### src/inc/mhp_pkg.sv
package mhp_pkg;

    // ==========================================================
    // register indices and byte addresses (byte = index * 4)
    localparam logic [5:0] IDX_GROUP_HASH_UPPER = 6'h04;
    localparam logic [5:0] IDX_GROUP_HASH_LOWER = 6'h05;
    localparam logic [5:0] IDX_PHY_MGMT_ACCESS = 6'h06;
    localparam logic [5:0] IDX_PHY_MGMT_WORD = 6'h07;
    localparam logic [5:0] IDX_PAUSE_CONTROL = 6'h08;
    localparam logic [5:0] IDX_MAC_MODE = 6'h10;
    localparam logic [7:0] ADDR_GROUP_HASH_UPPER = {IDX_GROUP_HASH_UPPER, 2'b00};
    localparam logic [7:0] ADDR_GROUP_HASH_LOWER = {IDX_GROUP_HASH_LOWER, 2'b00};
    localparam logic [7:0] ADDR_PHY_MGMT_ACCESS = {IDX_PHY_MGMT_ACCESS, 2'b00};
    localparam logic [7:0] ADDR_PHY_MGMT_WORD = {IDX_PHY_MGMT_WORD, 2'b00};
    localparam logic [7:0] ADDR_PAUSE_CONTROL = {IDX_PAUSE_CONTROL, 2'b00};
    localparam logic [7:0] ADDR_MAC_MODE = {IDX_MAC_MODE, 2'b00};

    // ==========================================================
    // field positions
    localparam int PHY_FIELD_W = 5;
    localparam int MA_PHY_ADDR_LSB = 11;
    localparam int MA_REG_IDX_LSB = 6;
    localparam int MA_WRITE_BIT = 1;
    localparam int MA_BUSY_BIT = 0;
    localparam int WORD_W = 16;
    localparam int PC_TIME_LSB = 16;
    localparam int PC_PASS_BIT = 2;
    localparam int PC_RXEN_BIT = 1;
    localparam int PC_BUSY_BIT = 0;
    localparam int MM_PASS_GROUP_BIT = 0;
    localparam int MM_TX_EN_BIT = 1;
    localparam int MM_FULL_DUPLEX_BIT = 2;

    // ==========================================================
    // reset values and bus answers
    localparam logic [31:0] RST_GROUP_HASH = 32'h0000_0000;
    localparam logic [1:0] RESP_OKAY = 2'b00;
    localparam logic [1:0] RESP_SLVERR = 2'b10;

    // ==========================================================
    // hashing and pause frame constants
    localparam logic [31:0] CRC_POLY = 32'h04c1_1db7;
    localparam logic [31:0] CRC_INIT = 32'hffff_ffff;
    localparam logic [47:0] PAUSE_DST_ADDR = 48'h0180_c200_0001;
    localparam logic [15:0] PAUSE_TYPE = 16'h8808;
    localparam logic [15:0] PAUSE_OPCODE = 16'h0001;

    // ==========================================================
    // states
    typedef enum logic {
        MG_IDLE = 1'b0,
        MG_BUSY = 1'b1
    } mhp_mgmt_state_t;

    typedef enum logic [1:0] {
        FC_IDLE = 2'b00,
        FC_SEND = 2'b01,
        FC_BACKP = 2'b10
    } mhp_fc_state_t;

    typedef struct packed {
        logic aw_have;
        logic [7:0] aw_addr;
        logic w_have;
        logic [31:0] w_data;
        logic [3:0] w_strb;
        logic bvalid;
        logic [1:0] bresp;
        logic rvalid;
        logic [31:0] rdata;
        logic [1:0] rresp;
        logic [31:0] hash_upper;
        logic [31:0] hash_lower;
        logic [4:0] phy_addr;
        logic [4:0] phy_reg;
        logic phy_write;
        mhp_mgmt_state_t mgmt;
        logic [15:0] phy_word;
        logic [15:0] pause_time;
        logic pass_pause;
        logic pause_rx_en;
        mhp_fc_state_t fc;
        logic fc_req_seen;
        logic [15:0] pause_count;
        logic rx_filter_flag;
        logic rx_filter_valid;
        logic group_accept;
        logic group_done;
        logic pass_every;
        logic tx_enable;
        logic full_duplex;
    } mhp_state_t;

    localparam mhp_state_t MHP_STATE_RST = '0;

    function automatic logic [31:0] merge_bytes(input logic [31:0] old_v, input logic [31:0] new_v,
                                                input logic [3:0] strb);
        logic [31:0] r;
        r = old_v;
        for (int b = 0; b < 4; b++)
        begin
            if (strb[b])
            begin
                r[b*8 +: 8] = new_v[b*8 +: 8];
            end
        end
        return r;
    endfunction

endpackage

### src/inc/mhp_hash_if.sv
`timescale 1ns/10ps
interface mhp_hash_if;
    logic [47:0] dest;
    logic [5:0] index;
    modport hasher (input dest, output index);
    modport user (output dest, input index);
endinterface

### src/logic/mhp_group_hash.sv
`timescale 1ns/10ps
module mhp_group_hash (
    mhp_hash_if.hasher bus
);

    logic [31:0] crc;
    logic fb;

    // ==========================================================
    // crc over the destination, first byte first, lsb first
    always_comb
    begin
        crc = mhp_pkg::CRC_INIT;
        fb = 1'b0;
        for (int i = 0; i < 48; i++)
        begin
            fb = crc[31] ^ bus.dest[i];
            crc = {crc[30:0], 1'b0} ^ (fb ? mhp_pkg::CRC_POLY : 32'h0000_0000);
        end
        bus.index = crc[31:26];
    end

endmodule // mhp_group_hash

### src/logic/mhp_regs.sv
`timescale 1ns/10ps
// Behaviour
// - six-bit hash index: top bit picks half register, five bits pick the bit
// - index zero picks lower bit 0, index all ones picks upper bit 31
// - group frame accepted when its hash bit is one, else rejected
// - pass-every-group-frame accepts all group frames regardless of hash table
// - upper hash holds bits 63..32, lower 31..0, read/write, reset zero
// - access bits 10..6 give the PHY register index
// - access bit 1 set means write data word, clear means read into it
// - cycle starts when host sets busy bit; busy holds until access ends
// - read result loaded no later than busy clearing
// - data register holds 16-bit value in bits 15..0, upper bits reserved
// - pause frame built per 802.3x with programmed pause time inserted
// - full duplex: pause busy held until pause frame fully sent
// - half duplex: pause busy held while backpressure is asserted
// - pass-pause-frames never changes which frames are forwarded
// - pause receive enable gates reaction to received pause frames
// - transmitter disabled: no pause frames and no backpressure
// - pause control bits 31..16 hold the pause time value
// - received pause stops transmitter pause time slots; half duplex enables backpressure
// - pass-pause-frames sets the packet filter flag per valid pause frame, else clears
// - pause busy in bit 0 shows sending; host writes it as zero
module mhp_regs (
    input wire logic clk_sys,
    input wire logic rst_b,
    input wire logic s_axi_awvalid,
    output logic s_axi_awready,
    input wire logic [7:0] s_axi_awaddr,
    input wire logic [2:0] s_axi_awprot,
    input wire logic s_axi_wvalid,
    output logic s_axi_wready,
    input wire logic [31:0] s_axi_wdata,
    input wire logic [3:0] s_axi_wstrb,
    output logic s_axi_bvalid,
    input wire logic s_axi_bready,
    output logic [1:0] s_axi_bresp,
    input wire logic s_axi_arvalid,
    output logic s_axi_arready,
    input wire logic [7:0] s_axi_araddr,
    input wire logic [2:0] s_axi_arprot,
    output logic s_axi_rvalid,
    input wire logic s_axi_rready,
    output logic [31:0] s_axi_rdata,
    output logic [1:0] s_axi_rresp,
    input wire logic rx_group_valid,
    input wire logic [47:0] rx_group_dest,
    output logic rx_group_done,
    output logic rx_group_accept,
    output logic phy_mgmt_req,
    output logic phy_mgmt_write,
    output logic [4:0] phy_mgmt_addr,
    output logic [4:0] phy_mgmt_reg,
    output logic [15:0] phy_mgmt_wdata,
    input wire logic phy_mgmt_done,
    input wire logic [15:0] phy_mgmt_rdata,
    input wire logic fc_request,
    output logic pause_tx_req,
    output logic [47:0] pause_tx_dst,
    output logic [15:0] pause_tx_type,
    output logic [15:0] pause_tx_opcode,
    output logic [15:0] pause_tx_time,
    input wire logic pause_tx_done,
    output logic backpressure,
    input wire logic rx_pause_valid,
    input wire logic [15:0] rx_pause_time,
    input wire logic slot_tick,
    output logic tx_paused,
    output logic rx_filter_valid,
    output logic rx_filter_flag
);

    mhp_pkg::mhp_state_t s_q;
    mhp_pkg::mhp_state_t s_d;
    logic hash_hit;
    logic fc_busy;
    logic do_write;
    logic [32:0] wr_view;
    logic [32:0] rd_view;
    logic [31:0] wr_val;
    mhp_hash_if hash_bus ();

    // ==========================================================
    // hash lookup
    assign hash_bus.dest = rx_group_dest;

    mhp_group_hash u_group_hash (
        .bus(hash_bus)
    );

    assign hash_hit = hash_bus.index[5] ? s_q.hash_upper[hash_bus.index[4:0]]
                                        : s_q.hash_lower[hash_bus.index[4:0]];

    assign fc_busy = (s_q.fc != mhp_pkg::FC_IDLE);

    // ==========================================================
    // register view: {mapped, value}
    function automatic logic [32:0] reg_view(input logic [7:0] addr);
        logic [32:0] v;
        v = 33'h0_0000_0000;
        case (addr)
            mhp_pkg::ADDR_GROUP_HASH_UPPER: v = {1'b1, s_q.hash_upper};
            mhp_pkg::ADDR_GROUP_HASH_LOWER: v = {1'b1, s_q.hash_lower};
            mhp_pkg::ADDR_PHY_MGMT_ACCESS: v = {17'h1_0000, s_q.phy_addr, s_q.phy_reg, 4'h0,
                                                s_q.phy_write, (s_q.mgmt == mhp_pkg::MG_BUSY)};
            mhp_pkg::ADDR_PHY_MGMT_WORD: v = {17'h1_0000, s_q.phy_word};
            mhp_pkg::ADDR_PAUSE_CONTROL: v = {1'b1, s_q.pause_time, 13'h0000, s_q.pass_pause,
                                              s_q.pause_rx_en, fc_busy};
            mhp_pkg::ADDR_MAC_MODE: v = {1'b1, 29'h0000_0000, s_q.full_duplex, s_q.tx_enable, s_q.pass_every};
            default: v = 33'h0_0000_0000;
        endcase
        return v;
    endfunction

    // ==========================================================
    // next state
    always_comb
    begin
        s_d = s_q;
        do_write = s_q.aw_have && s_q.w_have && !s_q.bvalid;
        wr_view = reg_view(s_q.aw_addr);
        rd_view = reg_view(s_axi_araddr);
        wr_val = mhp_pkg::merge_bytes(wr_view[31:0], s_q.w_data, s_q.w_strb);

        // bus capture
        if (s_axi_awvalid && s_axi_awready)
        begin
            s_d.aw_have = 1'b1;
            s_d.aw_addr = s_axi_awaddr;
        end
        if (s_axi_wvalid && s_axi_wready)
        begin
            s_d.w_have = 1'b1;
            s_d.w_data = s_axi_wdata;
            s_d.w_strb = s_axi_wstrb;
        end
        if (s_q.bvalid && s_axi_bready)
        begin
            s_d.bvalid = 1'b0;
        end
        if (s_q.rvalid && s_axi_rready)
        begin
            s_d.rvalid = 1'b0;
        end
        if (s_axi_arvalid && s_axi_arready)
        begin
            s_d.rvalid = 1'b1;
            s_d.rdata = rd_view[31:0];
            s_d.rresp = rd_view[32] ? mhp_pkg::RESP_OKAY : mhp_pkg::RESP_SLVERR;
        end

        // management cycle end
        unique case (s_q.mgmt)
            mhp_pkg::MG_IDLE:
            begin
                s_d.mgmt = mhp_pkg::MG_IDLE;
            end
            mhp_pkg::MG_BUSY:
            begin
                if (phy_mgmt_done)
                begin
                    s_d.mgmt = mhp_pkg::MG_IDLE;
                    if (!s_q.phy_write)
                    begin
                        s_d.phy_word = phy_mgmt_rdata;
                    end
                end
            end
        endcase

        // group frame filter
        s_d.group_done = rx_group_valid;
        if (rx_group_valid)
        begin
            s_d.group_accept = s_q.pass_every || hash_hit;
        end

        // received pause frames; flag is status only, forwarding is untouched
        s_d.rx_filter_valid = rx_pause_valid;
        if (rx_pause_valid)
        begin
            s_d.rx_filter_flag = s_q.pass_pause;
        end
        if (rx_pause_valid && s_q.pause_rx_en && s_q.full_duplex)
        begin
            s_d.pause_count = rx_pause_time;
        end
        else if (slot_tick && (s_q.pause_count != 16'h0000))
        begin
            s_d.pause_count = s_q.pause_count - 16'h0001;
        end

        // pause transmit and backpressure
        s_d.fc_req_seen = fc_request;
        unique case (s_q.fc)
            mhp_pkg::FC_IDLE:
            begin
                if (s_q.tx_enable && fc_request)
                begin
                    if (s_q.full_duplex)
                    begin
                        if (!s_q.fc_req_seen)
                        begin
                            s_d.fc = mhp_pkg::FC_SEND;
                        end
                    end
                    else if (s_q.pause_rx_en)
                    begin
                        s_d.fc = mhp_pkg::FC_BACKP;
                    end
                end
            end
            mhp_pkg::FC_SEND:
            begin
                if (!s_q.tx_enable || pause_tx_done)
                begin
                    s_d.fc = mhp_pkg::FC_IDLE;
                end
            end
            mhp_pkg::FC_BACKP:
            begin
                if (!s_q.tx_enable || !fc_request || !s_q.pause_rx_en || s_q.full_duplex)
                begin
                    s_d.fc = mhp_pkg::FC_IDLE;
                end
            end
            default:
            begin
                s_d.fc = mhp_pkg::FC_IDLE;
            end
        endcase

        // register writes
        if (do_write)
        begin
            s_d.aw_have = 1'b0;
            s_d.w_have = 1'b0;
            s_d.bvalid = 1'b1;
            s_d.bresp = mhp_pkg::RESP_OKAY;
            case (s_q.aw_addr)
                mhp_pkg::ADDR_GROUP_HASH_UPPER: s_d.hash_upper = wr_val;
                mhp_pkg::ADDR_GROUP_HASH_LOWER: s_d.hash_lower = wr_val;
                mhp_pkg::ADDR_PHY_MGMT_ACCESS:
                begin
                    if (s_q.mgmt == mhp_pkg::MG_IDLE)
                    begin
                        s_d.phy_addr = wr_val[mhp_pkg::MA_PHY_ADDR_LSB +: mhp_pkg::PHY_FIELD_W];
                        s_d.phy_reg = wr_val[mhp_pkg::MA_REG_IDX_LSB +: mhp_pkg::PHY_FIELD_W];
                        s_d.phy_write = wr_val[mhp_pkg::MA_WRITE_BIT];
                        if (wr_val[mhp_pkg::MA_BUSY_BIT])
                        begin
                            s_d.mgmt = mhp_pkg::MG_BUSY;
                        end
                    end
                end
                mhp_pkg::ADDR_PHY_MGMT_WORD:
                begin
                    if (s_q.mgmt == mhp_pkg::MG_IDLE)
                    begin
                        s_d.phy_word = wr_val[mhp_pkg::WORD_W-1:0];
                    end
                end
                mhp_pkg::ADDR_PAUSE_CONTROL:
                begin
                    if (!fc_busy)
                    begin
                        s_d.pause_time = wr_val[mhp_pkg::PC_TIME_LSB +: mhp_pkg::WORD_W];
                        s_d.pass_pause = wr_val[mhp_pkg::PC_PASS_BIT];
                        s_d.pause_rx_en = wr_val[mhp_pkg::PC_RXEN_BIT];
                    end
                end
                mhp_pkg::ADDR_MAC_MODE:
                begin
                    s_d.pass_every = wr_val[mhp_pkg::MM_PASS_GROUP_BIT];
                    s_d.tx_enable = wr_val[mhp_pkg::MM_TX_EN_BIT];
                    s_d.full_duplex = wr_val[mhp_pkg::MM_FULL_DUPLEX_BIT];
                end
                default: s_d.bresp = mhp_pkg::RESP_SLVERR;
            endcase
        end
    end

    always_ff @(posedge clk_sys or negedge rst_b)
    begin
        if (!rst_b)
        begin
            s_q <= mhp_pkg::MHP_STATE_RST;
        end
        else
        begin
            s_q <= s_d;
        end
    end

    // ==========================================================
    // outputs
    assign s_axi_awready = !s_q.aw_have && !s_q.bvalid;
    assign s_axi_wready = !s_q.w_have && !s_q.bvalid;
    assign s_axi_bvalid = s_q.bvalid;
    assign s_axi_bresp = s_q.bresp;
    assign s_axi_arready = !s_q.rvalid;
    assign s_axi_rvalid = s_q.rvalid;
    assign s_axi_rdata = s_q.rdata;
    assign s_axi_rresp = s_q.rresp;
    assign rx_group_done = s_q.group_done;
    assign rx_group_accept = s_q.group_accept;
    assign phy_mgmt_req = (s_q.mgmt == mhp_pkg::MG_BUSY);
    assign phy_mgmt_write = s_q.phy_write;
    assign phy_mgmt_addr = s_q.phy_addr;
    assign phy_mgmt_reg = s_q.phy_reg;
    assign phy_mgmt_wdata = s_q.phy_word;
    assign pause_tx_req = (s_q.fc == mhp_pkg::FC_SEND) && s_q.tx_enable;
    assign pause_tx_dst = mhp_pkg::PAUSE_DST_ADDR;
    assign pause_tx_type = mhp_pkg::PAUSE_TYPE;
    assign pause_tx_opcode = mhp_pkg::PAUSE_OPCODE;
    assign pause_tx_time = s_q.pause_time;
    assign backpressure = (s_q.fc == mhp_pkg::FC_BACKP) && s_q.tx_enable;
    assign tx_paused = (s_q.pause_count != 16'h0000);
    assign rx_filter_valid = s_q.rx_filter_valid;
    assign rx_filter_flag = s_q.rx_filter_flag;
endmodule // mhp_regs

### config.mk
export PLATFORM = sky130hd
export DESIGN_NAME = mhp_regs
export DESIGN_NICKNAME = d
export VERILOG_FILES = /design/src/inc/mhp_pkg.sv /design/src/inc/mhp_hash_if.sv /design/src/logic/mhp_group_hash.sv /design/src/logic/mhp_regs.sv
export SDC_FILE = /design/constraint.sdc
export NUM_CORES = 1
export LEC_CHECK = 0
export BUFFER_PORTS_ARGS = -buffer_cell sky130_fd_sc_hd__buf_4
export CORE_ASPECT_RATIO = 0.5
export CORE_MARGIN = 2
export CORE_UTILIZATION = 40
export CTS_BUF_LIST = sky130_fd_sc_hd__clkbuf_16
export DETAILED_ROUTE_END_ITERATION = 7
export GPL_TIMING_DRIVEN = 0
export HOLD_SLACK_MARGIN = 0.06
export REMOVE_ABC_BUFFERS = 1
export SLEW_MARGIN = 30
export SYNTH_ARGS = -nofsm -noshare
export SYNTH_HDL_FRONTEND = slang
export SYNTH_SLANG_ARGS = --single-unit
### constraint.sdc
create_clock -name clk_sys -period 3.2 [get_ports clk_sys]
set_clock_uncertainty 0.1 [all_clocks]
set_input_delay 0.16 -clock clk_sys [delete_from_list [all_inputs] [get_ports clk_sys]]
set_output_delay 0.16 -clock clk_sys [all_outputs]
set_load 0.05 [all_outputs]
==> flow_metrics.tcl <==
set metrics [dict create \
    crit_buf_inv 3 \
    dieArea_um2 38600 \
    cts_max_path_buffers 3 \
    cts_max_level 1 \
    top_register "s_q" \
    rsz0062_at_grt "true" \
    crit_chain "buf_4 -> xnor3_1 -> xor2_1 -> xnor2_2 -> xnor2_2 -> buf_4 -> xnor3_2 -> xor2_4 -> xnor3_4 -> buf_6 -> mux4_2 -> nor2b_1 -> or3_1 -> o2111ai_1 -> a41oi_1" \
    ys_ff_latch 218 \
    die_height_um 140 \
    cts.sinks 218 \
    fill_cells 3207 \
    hold_violations 0 \
    tns_ps -691 \
    drive_above_1_share_pct 32.1 \
    vias 11000 \
    diodes 0 \
    multi_input_area_um2 8480 \
    critical_path_depth 15 \
    maxSlewHeadroom_pct 41.4 \
    hp-class "primary input to flop" \
    cp.required_ps 3490 \
    netlist_instances 1387 \
    yosysSeqAreaShare_pct 36.9 \
    slowest_delay_ps 610 \
    setup_ws_ps -691 \
    cts_root_buffer "clkbuf_16" \
    gp_congestion 0.858 \
    violations "DRC, setup timing" \
    fp.dieW_um 276 \
    r2r_cells 7 \
    clk_pin_slew_ps 70 \
    final_area_um2 18600 \
    cts_tree "yes" \
    ioPinCount 323 \
    syn_avg_cell_area_um2 10.7 \
    yosys_warnings 0 \
    syn_to_final_growth_pct 25.5 \
    track_usage_pct 20.9 \
    syn_area_um2 14800 \
    fin_nets 1789 \
    cp-end-kind "flop" \
    drtIter0Drc 810 \
    synth_edf_count 0 \
    drc_errors 23 \
    wl_um 41300 \
    outcome "complete, but fails checks" \
    start_kind "primary input" \
    cts_made_buffers 23 \
    initial_core_util_pct 40.9 \
    max_freq_mhz 257 \
    slowest_stage "xnor3_4" \
    drtPass1Iterations 7 \
    wl_per_cell_um 19.3 \
    finalSetupViolCount 1 \
    hold_slack_ps 40.5 \
    grt_pass1_wl_um 64500 \
    synthArstFlopShare_pct 100 \
    drv_cap 0 \
    synth_flop_cell "dfrtp_1" \
    critPathArrivalTime_ps 4180 \
    grt_overflow_total 0 \
    seq_area_um2 5460 \
    worstSkewPairLatency_ps 520 \
    largest_reg_flops 134 \
    synth_cell_types 69 \
    port_buffers 233 \
    fin_crit_sh_pct 122 \
    critPathKind "primary input to flop" \
    placed_cell_area_um2 16200 \
    viasPerCell 5.17 \
    hold_depth 5 \
    place_hpwl_um 28900 \
    grt_pass1_vias 11500 \
    core_area_um2 36200 \
    tightest_slew_ps 877 \
    antenna_found_initial 1 \
    path_max_fanout 7 \
    grt_max_degree 85 \
    rows 49 \
    drtAntennaViolNets 0 \
    slew_viol_final 0 \
    dpl_worst_slack_ps -1810 \
    fin_crit_ps 3890 \
    critPathTopFamily "XOR/XNOR gates" \
]
placed cells by master (no fill, tap or decap), types with 21 or more instances in the layout:
master / count
buf_4: 271
dfrtp_1: 216
nand2_1: 144
o21ai_0: 140
dlygate4sd3_1: 88
mux2_2: 87
conb_1: 82
xnor2_1: 62
inv_1: 51
nor2_1: 51
a22oi_1: 36
mux2i_1: 34
xnor3_1: 33
a21oi_1: 29
xor2_1: 28
mux4_2: 25
clkbuf_16: 23
xnor3_2: 21
routing by layer:
layer	track usage (%)	vias up	part of all wire, %
met5	0	-	0
met4	6.90	0	2.8
met3	3.39	73	5.4
met2	36.2	346	50
met1	26.9	5524	42
li1	-	5097	-
cell type report:
class	instances	area share [%]
tap	484	3.26
inverter	43	0.869
sequential	218	29.4
clock inverter	18	0.391
multi-input combinational	970	45.7
timing repair buffer	381	17.3
clock buffer	23	3.10
stage by stage:
step	std cells	util, %
2_1_floorplan	1231	-
3_3_place_gp	1948	44.0
3_5_place_dp	1963	44.7
4_1_cts	2117	50.4
5_1_grt	2137	51.3
6_report	2137	51.3
worst paths after layout:
| check | startpoint | endpoint | slack, ps |
|---|---|---|---|
| max reg2reg | s_q[212] | phy_mgmt_wdata[8] | 150 |
| max in group asynchronous | rst_b | s_axi_rresp[1] | 2150 |
| min reg2reg | s_axi_bresp[1] | s_axi_bresp[1] | 370 |
| max | rx_group_dest[8] | rx_group_accept | -690 |
| min in group asynchronous | rst_b | s_q[11] | 60 |
| min | slot_tick | s_q[10] | 40 |
timing repair:
item / CTS / global route
gates resized for setup: 53 / 31
buffers inserted: 25 / 19
pin swaps: 23 / 24
endpoints found under the hold margin: 307 / 0
hold buffers: 88 / 0
endpoints found under the setup margin: 53 / 21
tightest hold or removal path, stage by stage:
cell	delay, ps
buf_4	110
nand2_2	90
nor4_1	60
xnor2_1	120
o21ai_0	70
Yosys cell counts (5+ instances only):
library cell	instances	area [um2]
xnor3_2	8	190
mux4_2	24	541
mux2_2	87	980
and3_1	6	37.5
o21ai_0	140	701
a21oi_1	29	145
a22oi_1	36	270
buf_4	165	1240
nor2b_1	6	37.5
xnor3_1	47	1060
nand2_1	148	556
inv_1	43	161
xor2_1	36	315
a22o_1	17	149
mux2i_1	36	360
nor3_1	7	35.0
clkbuf_1	57	214
xor2_2	8	130
buf_1	6	22.5
xnor2_1	83	727
xor3_1	5	119
buf_6	5	56.3
nor2_1	55	206
and2_1	5	31.3
a222oi_1	17	170
nand3_1	8	40.0
nand2b_1	7	43.8
dfrtp_1	218	5460
cell families (layout without fill, tap and decap cells):
group                    Yosys count  in the layout  synth area share [%]
adder cells (fa/ha/maj)            1              1                0.0845
AND/OR/NAND/NOR                  272            272                  8.22
flip-flops                       218            218                  36.9
multiplexers                     152            152                  13.3
XOR/XNOR                         197            197                  18.7
other                              2             82                0.0508
AO/OA/AOI/OAI                    266            266                  11.2
buffers and inverters            279            465                  11.5
Power is not shown: default switching activity piles up to over one toggle a cycle in this logic, so the estimate is an artifact.
